**src/design/sst_pkg.sv**
```systemverilog
// package for the startup self-test and error display block
// assumes a single 10 MHz clock and no software-visible registers
package sst_pkg;
	// clock and timing
	localparam int unsigned CLK_HZ        = 10_000_000;        // ref_clk rate
	localparam int unsigned BLINK_MS      = 250;               // blink half period in ms
	localparam int unsigned BLINK_CYC     = CLK_HZ / 1000 * BLINK_MS; // cycles per blink half
	localparam int unsigned LAMP_MS       = 100;               // all-lamps phase in ms
	localparam int unsigned LAMP_CYC      = CLK_HZ / 1000 * LAMP_MS;  // cycles of lamp test

	// display codes: two bcd digits plus two point bits
	localparam logic [3:0] DIG_EIGHT      = 4'h8;              // digit eight
	localparam logic [3:0] DIG_ZERO       = 4'h0;              // digit zero
	localparam logic [3:0] DIG_BLANK      = 4'hF;              // blank digit
	localparam logic [3:0] DIG_DASH       = 4'hA;              // dash symbol
	localparam logic [3:0] DIG_RUN        = 4'hB;              // run bars symbol
	localparam logic [3:0] DIG_A          = 4'hC;              // letter a
	localparam logic [3:0] DIG_D          = 4'hD;              // letter d
	localparam logic [3:0] FIRST_ROUTINE  = 4'h9;              // first routine number

	// host commands
	localparam logic [3:0] CMD_CLEAR_DISP = 4'h4;              // control function 4
	localparam logic [3:0] CMD_MOD_QUERY  = 4'h3;              // fault query function 3

	// led bit positions
	localparam int unsigned LED_READY     = 0;                 // green ready
	localparam int unsigned LED_RUN       = 1;                 // run
	localparam int unsigned LED_STOP_OUT  = 2;                 // outputs disabled
	localparam int unsigned LED_CTRL      = 3;                 // controller fault
	localparam int unsigned LED_REMOTE    = 4;                 // remote segment fault
	localparam int unsigned LED_LOCAL     = 5;                 // local segment fault
	localparam int unsigned LED_MODULE    = 6;                 // module fault
	localparam int unsigned LED_W         = 7;                 // led count

	typedef enum logic [3:0] {
		SST_LAMP  = 4'b0000,                                   // all lamps on
		SST_TEST  = 4'b0001,                                   // numbered routines
		SST_INIT  = 4'b0010,                                   // general init
		SST_STOP  = 4'b0011,                                   // bus stopped
		SST_ADDR  = 4'b0100,                                   // addressing
		SST_RUN   = 4'b0101,                                   // bus running
		SST_FAIL  = 4'b0110                                    // self-test failure
	} sst_state_t;
endpackage

```
**src/design/sst_disp_if.sv**
```systemverilog
// interface carrying display request from sequencer to blink driver
// assumes both ends on ref_clk
`timescale 1ns/1ps
interface sst_disp_if;
	logic [9:0] code;      // hi digit, lo digit, two points
	logic [9:0] alt_code;  // alternate code while blinking
	logic       blink;     // blink request
	logic       alt_en;    // alternate between code and alt_code
	logic [9:0] shown;     // code actually lit
	modport seq (output code, output alt_code, output blink, output alt_en, input shown);
	modport drv (input code, input alt_code, input blink, input alt_en, output shown);
endinterface

```
**src/design/sst_blink.sv**
```systemverilog
// blink driver: gates or alternates the display code on a slow enable
// assumes the sequencer holds its request steady between changes
`timescale 1ns/1ps
module sst_blink #(
	parameter int unsigned HALF_CYC = sst_pkg::BLINK_CYC  // cycles per blink half
) (
	input  wire logic ref_clk,  // system clock
	input  wire logic rst_b,    // async reset, active low
	sst_disp_if.drv   disp      // display request and result
);
	typedef struct packed {
		logic [31:0] cnt;   // divider count
		logic        phase; // blink phase
		logic [9:0]  shown; // lit code
	} sst_blink_t;

	sst_blink_t s_r;    // state
	sst_blink_t s_nxt;  // next state

	////////////////////////////////////////////////////////////////////////
	// divider and phase, then choice of code
	always_comb begin
		s_nxt = s_r;
		if (s_r.cnt >= HALF_CYC - 1) begin  // half period over
			s_nxt.cnt   = '0;
			s_nxt.phase = ~s_r.phase;
		end else begin
			s_nxt.cnt = s_r.cnt + 32'h0000_0001;
		end
		if (!disp.blink) begin  // steady display
			s_nxt.shown = disp.code;
		end else if (disp.alt_en) begin  // detail alternates with number
			s_nxt.shown = s_r.phase ? disp.alt_code : disp.code;
		end else begin  // on and off
			s_nxt.shown = s_r.phase ? {sst_pkg::DIG_BLANK, sst_pkg::DIG_BLANK, 2'b00} : disp.code;
		end
	end

	// state register
	always_ff @(posedge ref_clk or negedge rst_b) begin
		if (!rst_b) begin
			s_r <= '0;
		end else begin
			s_r <= s_nxt;
		end
	end

	assign disp.shown = s_r.shown;

	// blinking without detail must blank the display the cycle after the blank half begins
	blink_moves_a: assert property (@(posedge ref_clk) disable iff (!rst_b)
		(disp.blink && !disp.alt_en && s_r.phase && s_r.cnt == 0) |=> s_r.shown[9:6] == sst_pkg::DIG_BLANK)
		else $error("blink did not blank display");
endmodule

```
**src/design/sst_selftest.sv**
```systemverilog
// startup self-test sequencer with front-panel error display
// assumes test results, host commands and bus events arrive as one-cycle
// synchronous pulses or levels on ref_clk; one clock, one reset
//
// Notes on behaviour
// routines run after reset, counting down displayed
// startup: all lamps on, shows 8.8.
// routines 9 to 6 shown first
// routines 5 to 1 shown next
// general initialisation shows 00
// success: ready only, stop/run/ad/code shown; code also lights the outputs-disabled led while not running
// routine failure makes display blink
// fault detail alternates with routine number
// red led selects fault, display classifies
// non-module faults stop bus, run off
// host avoids bus addresses while stopped
// automatic mode restarts bus after reset
// host resets board only in plc stop
// no data refresh during self-test
// controlled mode stays out of run
// reset discards all host parameters
// controlled start by address block or card
// no data refresh while addressing
// clear display or fault query clears module
// reconfiguration request reinitialises bus while running
// monitor bus reset forces outputs zero
// diagnostic word mirrors leds, one active
// failure halts sequencer until next reset
`timescale 1ns/1ps
module sst_selftest #(
	parameter int unsigned LAMP_CYC = sst_pkg::LAMP_CYC,  // lamp test length
	parameter int unsigned HALF_CYC = sst_pkg::BLINK_CYC  // blink half period
) (
	input  wire logic        ref_clk,          // system clock
	input  wire logic        rst_b,            // async reset, active low
	input  wire logic        auto_start,       // 1 automatic, 0 controlled start
	input  wire logic        test_done,        // current routine finished, pulse
	input  wire logic        test_fail,        // current routine failed, pulse
	input  wire logic        fail_detail_vld,  // fault detail present with fail
	input  wire logic [7:0]  fail_detail,      // fault detail as two digits
	input  wire logic        init_done,        // general init finished, pulse
	input  wire logic        addr_invalid,     // invalid address setting, level
	input  wire logic        start_req,        // address block or card start, pulse
	input  wire logic        addr_done,        // addressing finished, pulse
	input  wire logic        cmd_vld,          // host command strobe
	input  wire logic [3:0]  cmd_func,         // host command function
	input  wire logic        fault_vld,        // bus fault strobe
	input  wire logic [2:0]  fault_kind,       // one-hot: remote, local, ctrl
	input  wire logic        module_fault,     // module fault strobe
	input  wire logic [7:0]  fault_code,       // fault code for display
	input  wire logic        reconfig_req,     // terminal pushbutton, pulse
	input  wire logic        mon_bus_reset,    // monitor bus reset, pulse
	input  wire logic [15:0] out_data,         // host output word
	input  wire logic [15:0] bus_in_data,      // bus input word
	output logic [9:0]       disp_code,        // digits and points shown
	output logic [6:0]       led,              // front panel leds
	output logic [15:0]      diag_word,        // diagnostic bits to host
	output logic [15:0]      bus_out_r,        // outputs onto bus
	output logic [15:0]      host_in_r,        // inputs toward host
	output logic             bus_cycle_r,      // bus data cycle running
	output logic             params_clr_r      // discard host parameters, pulse
);
	typedef struct packed {
		sst_pkg::sst_state_t st;       // sequencer state
		logic [31:0]         cnt;      // lamp test counter
		logic [3:0]          routine;  // running routine number
		logic [7:0]          detail;   // captured fault detail
		logic                det_vld;  // detail present
		logic [6:0]          led;      // leds
		logic [7:0]          code;     // fault code shown
		logic                code_vld; // fault code pending
		logic [15:0]         bus_out;  // bus outputs
		logic [15:0]         host_in;  // host inputs
		logic                cycle;    // bus cycle
		logic                pclr;     // parameter clear pulse
		logic                first;    // first cycle after reset
	} sst_main_t;

	sst_main_t  s_r;    // state
	sst_main_t  s_nxt;  // next state
	sst_disp_if disp(); // link to blink driver

	////////////////////////////////////////////////////////////////////////
	// display request toward blink driver
	always_comb begin
		disp.blink    = (s_r.st == sst_pkg::SST_FAIL);
		disp.alt_en   = s_r.det_vld;
		disp.alt_code = {s_r.detail, 2'b00};
		case (s_r.st)
			sst_pkg::SST_LAMP: disp.code = {sst_pkg::DIG_EIGHT, sst_pkg::DIG_EIGHT, 2'b11};
			sst_pkg::SST_TEST,
			sst_pkg::SST_FAIL: disp.code = {sst_pkg::DIG_BLANK, s_r.routine, 2'b00};
			sst_pkg::SST_INIT: disp.code = {sst_pkg::DIG_ZERO, sst_pkg::DIG_ZERO, 2'b00};
			default: begin  // after startup
				if (s_r.code_vld) begin  // fault classified on display
					disp.code = {s_r.code, 2'b00};
				end else if (addr_invalid) begin
					disp.code = {sst_pkg::DIG_A, sst_pkg::DIG_D, 2'b00};
				end else if (s_r.st == sst_pkg::SST_RUN) begin
					disp.code = {sst_pkg::DIG_RUN, sst_pkg::DIG_RUN, 2'b00};
				end else begin
					disp.code = {sst_pkg::DIG_DASH, sst_pkg::DIG_DASH, 2'b00};
				end
			end
		endcase
	end

	sst_blink #(
		.HALF_CYC (HALF_CYC)
	) sst_blink_i (
		.ref_clk (ref_clk),
		.rst_b   (rst_b),
		.disp    (disp.drv)
	);

	////////////////////////////////////////////////////////////////////////
	// sequencer next state
	always_comb begin
		s_nxt      = s_r;
		s_nxt.pclr = 1'b0;
		s_nxt.first = 1'b0;
		if (s_r.first) begin  // params discarded once after reset
			s_nxt.pclr = 1'b1;
		end
		case (s_r.st)
			sst_pkg::SST_LAMP: begin  // lamp test
				s_nxt.led = '1;
				if (s_r.cnt >= LAMP_CYC - 1) begin
					s_nxt.st      = sst_pkg::SST_TEST;
					s_nxt.routine = sst_pkg::FIRST_ROUTINE;
					s_nxt.led     = '0;
				end else begin
					s_nxt.cnt = s_r.cnt + 32'h0000_0001;
				end
			end
			sst_pkg::SST_TEST: begin  // countdown 9..1
				if (test_fail) begin  // halt here
					s_nxt.st      = sst_pkg::SST_FAIL;
					s_nxt.detail  = fail_detail;
					s_nxt.det_vld = fail_detail_vld;
				end else if (test_done) begin
					if (s_r.routine == 4'h1) begin
						s_nxt.st = sst_pkg::SST_INIT;
					end else begin
						s_nxt.routine = s_r.routine - 4'h1;
					end
				end
			end
			sst_pkg::SST_INIT: begin  // general init
				if (init_done) begin
					s_nxt.led = '0;
					s_nxt.led[sst_pkg::LED_READY] = 1'b1;
					if (auto_start) begin  // automatic start
						s_nxt.st = sst_pkg::SST_ADDR;
					end else begin  // controlled: wait for host
						s_nxt.st = sst_pkg::SST_STOP;
					end
				end
			end
			sst_pkg::SST_STOP: begin  // bus stopped
				s_nxt.led[sst_pkg::LED_RUN] = 1'b0;
				if (start_req) begin  // address block or card
					s_nxt.st       = sst_pkg::SST_ADDR;
					s_nxt.code_vld = 1'b0;
					s_nxt.led[6:3] = '0;
				end
			end
			sst_pkg::SST_ADDR: begin  // addressing
				if (addr_done) begin
					s_nxt.st = sst_pkg::SST_RUN;
					s_nxt.led[sst_pkg::LED_RUN] = 1'b1;
				end
			end
			sst_pkg::SST_RUN: begin  // bus running
				if (reconfig_req) begin  // reinit while running
					s_nxt.st = sst_pkg::SST_ADDR;
				end
			end
			sst_pkg::SST_FAIL: begin  // hold until reset
				s_nxt.st = sst_pkg::SST_FAIL;
			end
			default: s_nxt.st = sst_pkg::SST_LAMP;
		endcase

		// faults after startup
		if (s_r.st == sst_pkg::SST_RUN || s_r.st == sst_pkg::SST_ADDR || s_r.st == sst_pkg::SST_STOP) begin
			if (cmd_vld && (cmd_func == sst_pkg::CMD_CLEAR_DISP || cmd_func == sst_pkg::CMD_MOD_QUERY)) begin
				s_nxt.led[sst_pkg::LED_MODULE] = 1'b0;
				s_nxt.code_vld = 1'b0;
			end
			if (module_fault) begin  // cycle keeps running; set wins over clear
				s_nxt.led[sst_pkg::LED_MODULE] = 1'b1;
				s_nxt.code     = fault_code;
				s_nxt.code_vld = 1'b1;
			end
			if (fault_vld) begin  // other faults stop the bus
				s_nxt.st = sst_pkg::SST_STOP;
				s_nxt.led[sst_pkg::LED_RUN]    = 1'b0;
				s_nxt.led[sst_pkg::LED_REMOTE] = fault_kind[2];
				s_nxt.led[sst_pkg::LED_LOCAL]  = fault_kind[1];
				s_nxt.led[sst_pkg::LED_CTRL]   = fault_kind[0];
				s_nxt.code     = fault_code;
				s_nxt.code_vld = 1'b1;
			end
		end

		// data movement only while running
		s_nxt.cycle = (s_nxt.st == sst_pkg::SST_RUN);
		s_nxt.led[sst_pkg::LED_STOP_OUT] = !s_nxt.cycle;
		if (mon_bus_reset) begin  // monitor reset zeroes outputs
			s_nxt.bus_out = '0;
		end else if (s_r.cycle) begin
			s_nxt.bus_out = out_data;
			s_nxt.host_in = bus_in_data;
		end
	end

	// state register; reset restarts the whole sequence
	always_ff @(posedge ref_clk or negedge rst_b) begin
		if (!rst_b) begin
			s_r       <= '0;
			s_r.first <= 1'b1;
		end else begin
			s_r <= s_nxt;
		end
	end

	// outputs from flip-flops
	always_ff @(posedge ref_clk or negedge rst_b) begin
		if (!rst_b) begin
			disp_code <= '0;
			led       <= '0;
			diag_word <= '0;
		end else begin
			disp_code <= disp.shown;
			led       <= s_r.led;
			diag_word <= {9'h000, s_r.led};
		end
	end

	assign bus_out_r    = s_r.bus_out;
	assign host_in_r    = s_r.host_in;
	assign bus_cycle_r  = s_r.cycle;
	assign params_clr_r = s_r.pclr;

	////////////////////////////////////////////////////////////////////////
	// checks
	no_refresh_test_a: assert property (@(posedge ref_clk) disable iff (!rst_b)
		(s_r.st == sst_pkg::SST_TEST) |=> $stable(bus_out_r) || $past(mon_bus_reset))
		else $error("outputs changed during self-test");
	fault_stops_a: assert property (@(posedge ref_clk) disable iff (!rst_b)
		(s_r.st == sst_pkg::SST_RUN && fault_vld) |=> !bus_cycle_r && s_r.st == sst_pkg::SST_STOP)
		else $error("bus fault did not stop cycle");
	module_keeps_a: assert property (@(posedge ref_clk) disable iff (!rst_b)
		(s_r.st == sst_pkg::SST_RUN && module_fault && !fault_vld && !reconfig_req) |=> bus_cycle_r)
		else $error("module fault stopped cycle");
	fail_holds_a: assert property (@(posedge ref_clk) disable iff (!rst_b)
		(s_r.st == sst_pkg::SST_FAIL) |=> s_r.st == sst_pkg::SST_FAIL && disp.blink)
		else $error("failure state left");
	ctrl_waits_a: assert property (@(posedge ref_clk) disable iff (!rst_b)
		(s_r.st == sst_pkg::SST_STOP && !start_req) |=> s_r.st == sst_pkg::SST_STOP)
		else $error("stop left without start trigger");
	auto_starts_a: assert property (@(posedge ref_clk) disable iff (!rst_b)
		(s_r.st == sst_pkg::SST_INIT && init_done && auto_start) |=> s_r.st == sst_pkg::SST_ADDR)
		else $error("automatic start did not begin addressing");
	countdown_step_a: assert property (@(posedge ref_clk) disable iff (!rst_b)
		(s_r.st == sst_pkg::SST_TEST && test_done && !test_fail && s_r.routine > 1)
		|=> s_r.routine == $past(s_r.routine) - 4'h1)
		else $error("countdown step wrong");
	mon_reset_zero_a: assert property (@(posedge ref_clk) disable iff (!rst_b)
		mon_bus_reset |=> bus_out_r == 16'h0000)
		else $error("monitor reset left outputs set");
	clear_module_a: assert property (@(posedge ref_clk) disable iff (!rst_b)
		(s_r.st == sst_pkg::SST_RUN && cmd_vld && cmd_func == sst_pkg::CMD_CLEAR_DISP && !module_fault)
		|=> !s_r.led[sst_pkg::LED_MODULE])
		else $error("clear display ignored");
	lamp_all_on_a: assert property (@(posedge ref_clk) disable iff (!rst_b)
		(s_r.st == sst_pkg::SST_LAMP && s_r.cnt < LAMP_CYC - 1) |=> s_r.led == 7'h7F)
		else $error("lamp test left a led dark");
	init_zeros_a: assert property (@(posedge ref_clk) disable iff (!rst_b)
		(s_r.st == sst_pkg::SST_INIT && $past(s_r.st) == sst_pkg::SST_INIT) |=> disp_code == 10'h000)
		else $error("init phase not shown as zeros");
	ready_only_a: assert property (@(posedge ref_clk) disable iff (!rst_b)
		(s_r.st == sst_pkg::SST_INIT && init_done) |=> s_r.led[sst_pkg::LED_READY]
		&& !s_r.led[sst_pkg::LED_RUN] && s_r.led[6:3] == 4'h0)
		else $error("startup end left more than ready lit");
	fail_blinks_a: assert property (@(posedge ref_clk) disable iff (!rst_b)
		(s_r.st == sst_pkg::SST_TEST && test_fail) |=> s_r.st == sst_pkg::SST_FAIL && disp.blink)
		else $error("routine failure did not blink");
	detail_kept_a: assert property (@(posedge ref_clk) disable iff (!rst_b)
		(s_r.st == sst_pkg::SST_TEST && test_fail && fail_detail_vld)
		|=> disp.alt_en && s_r.detail == $past(fail_detail))
		else $error("fault detail not kept");
	ctrl_to_stop_a: assert property (@(posedge ref_clk) disable iff (!rst_b)
		(s_r.st == sst_pkg::SST_INIT && init_done && !auto_start) |=> s_r.st == sst_pkg::SST_STOP && !bus_cycle_r)
		else $error("controlled start left stop");
	params_once_a: assert property (@(posedge ref_clk) disable iff (!rst_b)
		params_clr_r |=> !params_clr_r)
		else $error("parameter discard longer than one cycle");
	addr_no_data_a: assert property (@(posedge ref_clk) disable iff (!rst_b)
		(s_r.st == sst_pkg::SST_ADDR) |=> $stable(host_in_r) && ($stable(bus_out_r) || $past(mon_bus_reset)))
		else $error("data moved while addressing");
	reconfig_readdr_a: assert property (@(posedge ref_clk) disable iff (!rst_b)
		(s_r.st == sst_pkg::SST_RUN && reconfig_req && !fault_vld) |=> s_r.st == sst_pkg::SST_ADDR)
		else $error("reconfiguration request ignored");
	diag_mirror_a: assert property (@(posedge ref_clk) disable iff (!rst_b)
		1'b1 |=> diag_word == {9'h000, $past(s_r.led)})
		else $error("diagnostic word does not mirror leds");
endmodule

```
**config.mk**
```make
export PLATFORM = sky130hd
export DESIGN_NAME = sst_selftest
export DESIGN_NICKNAME = d
export VERILOG_FILES = /design/src/design/sst_pkg.sv /design/src/design/sst_disp_if.sv /design/src/design/sst_blink.sv /design/src/design/sst_selftest.sv
export SDC_FILE = /design/constraint.sdc
export NUM_CORES = 1
export LEC_CHECK = 0
export BUFFER_PORTS_ARGS = -buffer_cell sky130_fd_sc_hd__buf_2
export CAP_MARGIN = 15
export CELL_PAD_IN_SITES_DETAIL_PLACEMENT = 1
export CELL_PAD_IN_SITES_GLOBAL_PLACEMENT = 2
export CORE_MARGIN = 4
export CORE_UTILIZATION = 39
export DETAILED_ROUTE_END_ITERATION = 7
export PLACE_DENSITY_LB_ADDON = 0.08
export SLEW_MARGIN = 5
export SYNTH_ARGS = -nofsm -noshare
export SYNTH_HDL_FRONTEND = slang
export SYNTH_HIERARCHICAL = 1
export SYNTH_SLANG_ARGS = --single-unit
```
**constraint.sdc**
```tcl
create_clock -name ref_clk -period 4.35 [get_ports ref_clk]
set_input_delay 0.2175 -clock ref_clk [delete_from_list [all_inputs] [get_ports ref_clk]]
set_output_delay 0.2175 -clock ref_clk [all_outputs]
set_load 0.01 [all_outputs]
```
==> results of run 1 <==
cell type report:
cell class,instances,share of cell area
clock buffer,21,0.0551
clock inverter,11,0.0157
inverter,19,0.00854
multi-input combinational,401,0.324
sequential,160,0.479
tap,229,0.0343
timing repair buffer,133,0.0825
state kept, by name, indices dropped and copies added, names as in the netlist:
register,count
s_r,57
sst_blink_i/s_r,33
bus_out_r,16
host_in_r,16
disp_code,10
sst_blink_i/disp.shown,10
disp.alt_code,8
diag_word,7
bus_cycle_r,1
disp.alt_en,1
params_clr_r,1
Yosys cell counts (3+ instances only):
cell type,number
a31oi_1,12
xnor2_1,18
buf_2,7
nor2b_1,4
or4_1,4
and4_1,3
and2_1,5
and3_1,7
a21oi_1,9
nand2b_1,4
o31ai_1,7
a211oi_1,7
a211o_1,3
nor2_1,45
or3_1,6
xor2_1,11
buf_4,62
clkbuf_1,21
ha_1,4
o22ai_1,4
mux2_2,35
o21ai_0,14
nor4_1,7
a211oi_2,5
nand4_1,8
inv_1,17
dfrtp_1,159
mux2i_1,18
nor3_1,25
nand2_1,36
nand3_1,27
cells by family (layout without fill, tap and decap cells):
family                   count (synthesis)  after routing
XOR/XNOR                                29             29
AO/OA/AOI/OAI                           83             83
buffers and inverters                  112            184
AND/OR/NAND/NOR                        209            209
multiplexers                            53             53
other                                    2             23
flip-flops                             160            160
adder cells (fa/ha/maj)                  4              4
worst min-delay path by stage:
stage	start	slack, ns	end	cells after the start
after CTS	fault_code[4]	0.009	s_r[40]$_DFFE_PN0P_	2
after floorplan	rst_b	-0.08	bus_cycle_r$_DFF_PN0_	0
after detailed placement	rst_b	0.19	bus_out_r[13]$_DFFE_PN0P_	1
after global routing	bus_in_data[13]	0.01	host_in_r[13]$_DFFE_PN0P_	2
final	bus_in_data[5]	0.03	host_in_r[5]$_DFFE_PN0P_	2
after global placement	rst_b	0.18	bus_out_r[13]$_DFFE_PN0P_	1
critical path: cells and delay by family, from the launching register on:
family / cells / cell delay [ns]
AOI/OAI and AO/OA: 1 / 0.82
and+or+nand+nor: 3 / 0.64
DFF: 1 / 0.41
muxes: 1 / 0.35
adders and majority gates: 1 / 0.23
routing by layer:
layer / part of all wire / GRT usage
met4: 0.021 / 0.0546
met3: 0.035 / 0.0446
met5: 0 / 0
met1: 0.44 / 0.193
met2: 0.51 / 0.274
repair_timing:
item | 4_1_cts | 5_1_grt
hold buffers | 1 | 0
setup endpoints to repair | 0 | 0
buffers inserted | 0 | 0
endpoints found under the hold margin | 50 | 0
metrics by stage:
stage	instance area (sq um)	total power, mW
finish	8360	3.72
detailed placement	7750	2.27
global placement	7750	2.26
CTS	8360	3.79
global route	8360	3.93
floorplan	7390	2.15
report_power, final:
group | switching [mW] | leakage, nW | internal, mW | total [mW]
clock | 0.604 | 0.280 | 0.881 | 1.49
combinational | 0.221 | 1.49 | 0.219 | 0.440
sequential | 0.119 | 2.06 | 1.68 | 1.79
==> results.sh, run 1 <==
export IMPL_cts_tree="done"
export IMPL_syn2layout_area_growth_pct=14.2
export IMPL_postSynthCellCount=652
export IMPL_via_per_inst=5.07
export IMPL_rows=49
export IMPL_ys_ff_latch=160
export IMPL_clk_path_buf_depth=2
export IMPL_setup_viol=0
export IMPL_final_hold_violation_count=0
export IMPL_grt_ovfl_total=0
export IMPL_core_sq_mm=0.0182
export IMPL_cp_startpoint="s_r[64]$_DFFE_PN0P_"
export IMPL_fin_worst_skew_ns=0.00721
export IMPL_ys_dominant_reg_cell="dfrtp_1"
export IMPL_postLayoutCoreUtil=0.459
export IMPL_hpwl_um=11600
export IMPL_ant_nets=0
export IMPL_synth_compound_area_frac=0.0823
export IMPL_ctsResizeCount=0
export IMPL_cts_buffers=17
export IMPL_p_leak_nw=3.83
export IMPL_slew_limit_headroom=0.336
export IMPL_fmax_mhz=391
export IMPL_pin_count=137
export IMPL_synth_top_family_by_area="simple AND/OR/NAND/NOR gates"
export IMPL_initial_core_util=0.402
export IMPL_cts_root_buffer="clkbuf_16"
export IMPL_synth_area_mux_share=0.0785
export IMPL_antenna_cells=0
export IMPL_whs_ns=0.0288
export IMPL_synth_edf_count=0
export IMPL_place_congestion=0.793
export IMPL_worstPathCellList="ha_1 -> nand3_1 -> nor2_1 -> o311ai_2 -> nand2_2 -> mux2_2"
export IMPL_worstPathArrival_ns=2.87
export IMPL_rsz0062_at_grt="false"
export IMPL_synth_top_cell_area_share=0.544
export IMPL_finalMaxSlewViolations=0
export IMPL_wl_per_cell_um=16.2
export IMPL_grt_pass1_vias=5654
export IMPL_critPathRequiredTime_ns=4.66
export IMPL_die_h_um=145
export IMPL_crit_reg2reg_capture="s_r[65]$_DFFE_PN0P_"
export IMPL_grt_usage=0.159
export IMPL_final_common_cell="dfrtp_1"
export IMPL_critPathKind="flip-flop to flip-flop"
export IMPL_fin_cells=974
export IMPL_drcViolationCount=0
export IMPL_dp_cells=941
export IMPL_grt_pass1_wl_um=27700
export IMPL_syn_mean_instance_area_sq_um=11.2
export IMPL_fin_crit_sh=0.589
export IMPL_critPathSlowestCell="o311ai_2"
export IMPL_worst_pin_slew_ns=0.995
export IMPL_yosysWarnings=6
export IMPL_synthArstFlopShare=1.00
export IMPL_finalCriticalPeriod_ns=2.56
export IMPL_r2r_start="s_r[64]$_DFFE_PN0P_"
export IMPL_multi_input_area_sq_mm=0.00271
export IMPL_r2r_slack_ns=1.79
export IMPL_synth_top_cell_by_area="dfrtp_1"
export IMPL_wl_um=15800
export IMPL_ys_seq_area_frac=0.548
export IMPL_critPathCaptureType="flip-flop"
export IMPL_dr_pass1_iters=4
export IMPL_worst_slack_ns=1.79
export IMPL_r2r_cells=6
export IMPL_drive_gt1_frac=0.305
export IMPL_irDropWorstVdd_v=0.000269
export IMPL_cp_max_fo=13
export IMPL_fillers=2010
export IMPL_via_count=4940
export IMPL_synth_distinct_cells=77
export IMPL_fin_setup_tns_ns=0
export IMPL_crit_end="s_r[65]$_DFFE_PN0P_"
export IMPL_max_cap_violations=0
export IMPL_initialDrtViolationCount=161
export IMPL_outcome="completed"
export IMPL_insertion_delay_ns=0.42
export IMPL_die_area_sq_mm=0.0210
export IMPL_htree_levels=4
export IMPL_die_w_um=145
export IMPL_max_stage_delay_ns=0.82
export IMPL_dp_slack_ns=1.77
export IMPL_grt_start_max_net_pins=57
export IMPL_final_cell_mix="dfrtp_1 (159), buf_2 (126), nor2_1 (45)"
export IMPL_cts_num_sinks=160
export IMPL_powerDensity_mw_per_mm2=445
export IMPL_synth_xor_area_frac=0.0347
export IMPL_synth_area_leaders="dfrtp_1 (54%), buf_4 (6.4%), mux2_2 (5.4%)"
export IMPL_clk_pin_slew_ns=0.06
export IMPL_final_seq_area_sq_mm=0.00401
export IMPL_synth_adder_area_share=0.00684
export IMPL_antenna_found_initial=0
export IMPL_syn_area_sq_mm=0.00731
export IMPL_layout_nets=806
export IMPL_synthSimpleGateAreaFrac=0.157
export IMPL_holdCritPathClass="input pin to flip-flop"
export IMPL_crit_path_start_kind="flip-flop"
export IMPL_io_buffers=127
Power figures use the tool's default switching activity.
==> run 2: changes to the inputs <==
--- a/config.mk
+++ b/config.mk
@@ -10,7 +10,7 @@
 export CELL_PAD_IN_SITES_DETAIL_PLACEMENT = 1
 export CELL_PAD_IN_SITES_GLOBAL_PLACEMENT = 2
 export CORE_MARGIN = 4
-export CORE_UTILIZATION = 39
+export CORE_UTILIZATION = 36
 export DETAILED_ROUTE_END_ITERATION = 7
 export PLACE_DENSITY_LB_ADDON = 0.08
 export SLEW_MARGIN = 5
==> constraint.sdc (replaced) <==
create_clock -name ref_clk -period 2.6 [get_ports ref_clk]
set_input_delay 0.13 -clock ref_clk [delete_from_list [all_inputs] [get_ports ref_clk]]
set_output_delay 0.13 -clock ref_clk [all_outputs]
set_load 0.01 [all_outputs]
==> results.sh, run 2 (synthesis results as in run 1) <==
export IMPL_outcome="completed"
export IMPL_fin_setup_tns_ns=0
export IMPL_finalMaxSlewViolations=0
export IMPL_holdCritPathClass="input pin to flip-flop"
export IMPL_power_mw=6.10
export IMPL_hpwl_um=12000
export IMPL_cts_root_buffer="clkbuf_16"
export IMPL_rsz0062_at_grt="false"
export IMPL_reg_top3="s_r: 57 flops, sst_blink_i/s_r: 33 flops"
export IMPL_grt_start_max_net_pins=59
export IMPL_cts_num_sinks=160
export IMPL_initial_core_util=0.371
export IMPL_comb_power_share=0.135
export IMPL_syn2layout_area_growth_pct=22.8
export IMPL_worst_slack_ns=0.244
export IMPL_place_congestion=0.827
export IMPL_slew_limit_headroom=0.570
export IMPL_wl_per_cell_um=16.2
export IMPL_grt_pass1_vias=5587
export IMPL_htree_levels=4
export IMPL_cts_setup_buffers=0
export IMPL_rows=51
export IMPL_max_stage_delay_ns=0.57
export IMPL_worst_pin_slew_ns=0.645
export IMPL_irDropWorstVdd_v=0.000372
export IMPL_fin_crit_sh=0.906
export IMPL_cp_depth=6
export IMPL_dp_slack_ns=0.406
export IMPL_cts_buffers=17
export IMPL_fmax_mhz=424
export IMPL_dr_pass1_iters=4
export IMPL_fin_worst_skew_ns=0.00885
export IMPL_cp_max_fo=5
export IMPL_clk_pin_slew_ns=0.07
export IMPL_drive_gt1_frac=0.295
export IMPL_insertion_delay_ns=0.41
export IMPL_critPathSlowestCell="dlygate4sd3_1"
export IMPL_clkPwrFrac=0.372
export IMPL_layout_nets=870
export IMPL_setup_viol=0
export IMPL_via_count=5203
export IMPL_top_register="s_r"
export IMPL_design_area_sq_mm=0.00898
export IMPL_whs_ns=0.0975
export IMPL_die_w_um=151
export IMPL_core_sq_mm=0.0197
export IMPL_worstPathCellList="nor4_2 -> nor2b_1 -> o311ai_2 -> a22oi_1 -> o21ai_1 -> dlygate4sd3_1"
export IMPL_die_h_um=151
export IMPL_max_cap_violations=0
export IMPL_wl_um=17500
export IMPL_final_hold_violation_count=0
export IMPL_antenna_found_initial=0
export IMPL_pin_count=137
export IMPL_grt_usage=0.159
export IMPL_netSwitchingFraction=0.268
export IMPL_p_leak_nw=4.09
export IMPL_ant_nets=0
export IMPL_r2r_cells=6
export IMPL_worstPathArrival_ns=2.65
export IMPL_finalCriticalPeriod_ns=2.36
export IMPL_dp_cells=985
export IMPL_net_switching_power_mw=1.63
export IMPL_path_buf_inv=1
export IMPL_grt_ovfl_total=0
export IMPL_critPathRequiredTime_ns=2.90
export IMPL_largest_reg_flops=57
export IMPL_initialDrtViolationCount=146
export IMPL_fin_cells=1074
export IMPL_die_area_sq_mm=0.0227
export IMPL_critPathKind="flip-flop to flip-flop"
export IMPL_powerDensity_mw_per_mm2=680
export IMPL_crit_path_start_kind="flip-flop"
export IMPL_postLayoutCoreUtil=0.456
export IMPL_critPathCaptureType="flip-flop"
export IMPL_seqPwrFrac=0.492
export IMPL_cpLargestDelayFamily="compound AO/OA/AOI/OAI gates"
export IMPL_final_cell_mix="dfrtp_1 (157), buf_2 (126), dlygate4sd3_1 (57)"
export IMPL_drcViolationCount=0
export IMPL_grt_pass1_wl_um=28700
export IMPL_io_buffers=127
export IMPL_internal_power_mw=4.47
export IMPL_cts_tree="done"
export IMPL_antenna_cells=0
export IMPL_min_path_cells=2
export IMPL_final_common_cell="dfrtp_1"
export IMPL_clk_path_buf_depth=2
export IMPL_placed_area_sq_mm=0.00787
export IMPL_via_per_inst=4.84
-- run 2: cell count changes in the layout (fill, tap and decap cells not counted), moves of 2 or more --
cell / before / now
dfrtp_2: 0 / 2
clkinv_4: 3 / 1
inv_6: 2 / 5
bufinv_16: 2 / 0
clkinv_2: 1 / 4
clkbuf_8: 2 / 0
dlygate4sd3_1: 1 / 57
buf_4: 5 / 12
dfrtp_1: 159 / 157
-- run 2: power groups by stage --
stage	logic (mW)	registers, mW	clock network [mW]
CTS	0.843	3.01	2.37
global route	0.934	3.05	2.48
finish	0.826	3.01	2.27
detailed placement	0.774	3.05	0
floorplan	0.592	3.00	0
global placement	0.758	3.05	0
-- run 2: final timing paths --
kind	from	slack, ns	to
worst max-delay path	s_r[77]$_DFFE_PN0P_	0.24	s_r[50]$_DFF_PN0_
worst min-delay path	mon_bus_reset	0.1	bus_out_r[10]$_DFFE_PN0P_
worst max register to register	s_r[77]$_DFFE_PN0P_	0.24	s_r[50]$_DFF_PN0_
worst min register to register	s_r[46]$_DFF_PN0_	0.35	diag_word[2]$_DFF_PN0_
max in group asynchronous	rst_b	1.54	sst_blink_i/s_r[12]$_DFF_PN0_
min in group asynchronous	rst_b	0.28	bus_out_r[11]$_DFFE_PN0P_
-- run 2: timing repair --
item	4_1_cts	5_1_grt
resized for setup	0	3
hold endpoints to repair	109	0
endpoints found under the setup margin	0	1
hold buffers	57	0
-- run 2: cell type report --
cell class	instances	area, sq um
Clock inverter	14	106
Sequential cell	160	4010
Inverter	19	71.3
Clock buffer	18	429
Tap cell	265	332
Multi-Input combinational cell	401	2710
Timing Repair Buffer	197	1320
Fill cell	2125	10700
-- run 2: per-layer routing --
layer,vias to the layer above,part of all wire,global-route usage
met2,94,0.52,0.277
met5,-,0,0
met1,2612,0.44,0.199
met4,0,0.011,0.0361
li1,2481,-,-
met3,16,0.037,0.0412
==> run 3: changes to the inputs <==
--- a/config.mk
+++ b/config.mk
@@ -5,14 +5,15 @@
 export SDC_FILE = /design/constraint.sdc
 export NUM_CORES = 1
 export LEC_CHECK = 0
+export ABC_AREA = 1
 export BUFFER_PORTS_ARGS = -buffer_cell sky130_fd_sc_hd__buf_2
 export CAP_MARGIN = 15
 export CELL_PAD_IN_SITES_DETAIL_PLACEMENT = 1
 export CELL_PAD_IN_SITES_GLOBAL_PLACEMENT = 2
 export CORE_MARGIN = 4
-export CORE_UTILIZATION = 36
+export CORE_UTILIZATION = 34
 export DETAILED_ROUTE_END_ITERATION = 7
-export PLACE_DENSITY_LB_ADDON = 0.08
+export PLACE_DENSITY = 0.87
 export SLEW_MARGIN = 5
 export SYNTH_ARGS = -nofsm -noshare
 export SYNTH_HDL_FRONTEND = slang
==> constraint.sdc (replaced) <==
create_clock -name ref_clk -period 2.6 [get_ports ref_clk]
set_input_delay 0.13 -clock ref_clk [delete_from_list [all_inputs] [get_ports ref_clk]]
set_output_delay 0.13 -clock ref_clk [all_outputs]
set_load 0.05 [all_outputs]
==> results.sh, run 3 <==
export IMPL_outcome="completed"
export IMPL_synth_area_leaders="dfrtp_1 (53%), nand2_1 (8.7%), buf_4 (5.9%)"
export IMPL_reg_top3="s_r: 57 flops, sst_blink_i/s_r: 33 flops"
export IMPL_drive_gt1_frac=0.234
export IMPL_postSynthCellCount=820
export IMPL_syn_mean_instance_area_sq_um=9.18
export IMPL_use_met2=0.284
export IMPL_synth_top_family_by_area="simple AND/OR/NAND/NOR gates"
export IMPL_grt_pass1_wl_um=31800
export IMPL_die_area_sq_mm=0.0246
export IMPL_ys_dominant_reg_cell="dfrtp_1"
export IMPL_r2r_slack_ns=0.55
export IMPL_cts_tree="done"
export IMPL_use_met3=0.0318
export IMPL_antenna_found_initial=0
export IMPL_irDropWorstVdd_v=0.000454
export IMPL_htree_levels=4
export IMPL_synth_edf_count=0
export IMPL_grt_pass1_vias=6186
export IMPL_critPathSlowestCell="dfrtp_1"
export IMPL_crit_top_cell="nand2_1"
export IMPL_max_cap_violations=0
export IMPL_synth_top_cell_area_share=0.529
export IMPL_holdCritPathClass="input pin to flip-flop"
export IMPL_core_sq_mm=0.0218
export IMPL_power_mw=5.71
export IMPL_p_leak_nw=4.55
export IMPL_powerDensity_mw_per_mm2=619
export IMPL_final_common_cell="nand2_1"
export IMPL_worstPathCellList="inv_2 -> nand2_1 -> nor2_2 -> nand2_1 -> nand2_1 -> nor2_1 -> a21oi_1 -> nand2_1 -> a21oi_1"
export IMPL_crit_reg2reg_capture="bus_cycle_r$_DFF_PN0_"
export IMPL_final_cell_mix="nand2_1 (175), dfrtp_1 (159), buf_2 (126)"
export IMPL_critPathKind="flip-flop to flip-flop"
export IMPL_place_congestion=0.828
export IMPL_grt_ovfl_total=0
export IMPL_ys_seq_area_frac=0.532
export IMPL_slew_limit_headroom=0.535
export IMPL_via_count=5723
export IMPL_clk_pin_slew_ns=0.07
export IMPL_wl_um=19200
export IMPL_insertion_delay_ns=0.43
export IMPL_cts_setup_buffers=0
export IMPL_cts_num_sinks=160
export IMPL_max_stage_delay_ns=0.42
export IMPL_synth_area_mux_share=0.0494
export IMPL_synth_commonest_cells="nand2_1 (175), dfrtp_1 (159), nor2_1 (94)"
export IMPL_finalCriticalPeriod_ns=2.05
export IMPL_fin_setup_tns_ns=0
export IMPL_finalMaxSlewViolations=0
export IMPL_critPathCaptureType="flip-flop"
export IMPL_synth_adder_area_share=0.00665
export IMPL_syn2layout_area_growth_pct=22.7
export IMPL_hold_buffers=56
export IMPL_syn_area_sq_mm=0.00753
export IMPL_cpLargestDelayFamily="simple AND/OR/NAND/NOR gates"
export IMPL_fin_crit_sh=0.789
export IMPL_synth_compound_area_frac=0.0525
export IMPL_die_h_um=157
export IMPL_io_buffers=127
export IMPL_cts_buffers=17
export IMPL_crit_path_start_kind="flip-flop"
export IMPL_rsz0062_at_grt="false"
export IMPL_synth_distinct_cells=42
export IMPL_wl_per_cell_um=15.3
export IMPL_ctsResizeCount=0
export IMPL_rows=54
export IMPL_layout_nets=1037
export IMPL_synth_top_cell_by_area="dfrtp_1"
export IMPL_final_hold_violation_count=0
export IMPL_grt_start_max_net_pins=77
export IMPL_fin_cells=1256
export IMPL_cp_startpoint="s_r[97]$_DFF_PN0_"
export IMPL_critPathRequiredTime_ns=2.95
export IMPL_grt_usage=0.162
export IMPL_yosysWarnings=6
export IMPL_drcViolationCount=0
export IMPL_r2r_cells=9
export IMPL_r2r_start="s_r[97]$_DFF_PN0_"
export IMPL_die_w_um=157
export IMPL_synthArstFlopShare=1.00
export IMPL_worst_pin_slew_ns=0.698
export IMPL_initialDrtViolationCount=201
export IMPL_fillers=2532
export IMPL_crit_end="bus_cycle_r$_DFF_PN0_"
export IMPL_ys_ff_latch=160
export IMPL_synth_xor_area_frac=0.0349
export IMPL_cp_depth=9
export IMPL_dr_pass1_iters=4
export IMPL_grt_busiest_layer="met2"
export IMPL_fin_worst_skew_ns=0.0126
export IMPL_ant_nets=0
export IMPL_largest_reg_flops=57
export IMPL_synth_most_common_cell="nand2_1"
export IMPL_synthSimpleGateAreaFrac=0.211
export IMPL_top_register="s_r"
export IMPL_setup_viol=0
export IMPL_cts_root_buffer="clkbuf_16"
export IMPL_min_path_cells=4
export IMPL_grtUsageMet1=0.202
export IMPL_dp_cells=1168
export IMPL_cp_max_fo=11
export IMPL_hpwl_um=13500
export IMPL_worstPathArrival_ns=2.40
export IMPL_initial_core_util=0.345
export IMPL_via_per_inst=4.56
export IMPL_fmax_mhz=488
export IMPL_pin_count=137
export IMPL_path_buf_inv=1
export IMPL_clk_path_buf_depth=2
run 3: cell type report:
cell class	instances	area [sq um]	share of cell area
Antenna cell	1	2.50	0.000271
Tap cell	280	350	0.0379
Multi-Input combinational cell	528	2750	0.298
Timing Repair Buffer	189	1260	0.136
Clock buffer	18	439	0.0476
Clock inverter	13	168	0.0182
Sequential cell	160	4010	0.434
Inverter	67	254	0.0275
run 3: worst register-to-register path: stages (launching register included):
cell and delay, ns:
dfrtp_1 0.42, inv_2 0.13, nand2_1 0.10, nor2_2 0.24, nand2_1 0.37, nand2_1 0.17, nor2_1 0.05, a21oi_1 0.28
nand2_1 0.09, a21oi_1 0.13
run 3: worst min-delay path by stage:
stage / start / slack (ns) / to
4_1_cts: cmd_vld / 0.03 / s_r[50]$_DFF_PN0_
5_1_grt: cmd_vld / 0.06 / s_r[35]$_DFF_PN0_
3_3_place_gp: rst_b / 0.21 / disp.alt_code[2]$_DFFE_PN0P_
2_1_floorplan: rst_b / -0.17 / bus_cycle_r$_DFF_PN0_
3_5_place_dp: rst_b / 0.21 / disp.alt_code[2]$_DFFE_PN0P_
6_report: start_req / 0.06 / s_r[35]$_DFF_PN0_
run 3: kinds of logic (layout without fill, tap and decap cells):
| group | Yosys count | after routing |
|---|---|---|
| AND/OR/NAND/NOR | 366 | 366 |
| other | 2 | 24 |
| adder cells (fa/ha/maj) | 4 | 4 |
| buffers and inverters | 153 | 287 |
| XOR/XNOR | 30 | 30 |
| multiplexers | 33 | 33 |
| AO/OA/AOI/OAI | 72 | 72 |
| flip-flops | 160 | 160 |
run 3: per-layer routing:
layer,vias to the layer above,wire (um)
met3,24,715
met5,-,0
met1,2788,8400
met4,0,269
met2,106,9840
li1,2805,-
run 3: through the flow:
stage          worst slack (ns)  instance area, sq um  hold WS [ns]  utilization
6_report                  0.550                  9230        0.0552        0.423
5_1_grt                   0.297                  9230        0.0556        0.423
4_1_cts                   0.530                  9230        0.0315        0.423
3_5_place_dp              0.549                  8060         0.214        0.369
3_3_place_gp              0.527                  8060         0.212        0.369
2_1_floorplan             0.921                  7600        -0.166            -
run 3: power breakdown:
group	switching [mW]	internal [mW]	total, mW
registers	0.0673	2.56	2.63
clock network	1.12	1.48	2.60
logic	0.303	0.178	0.481
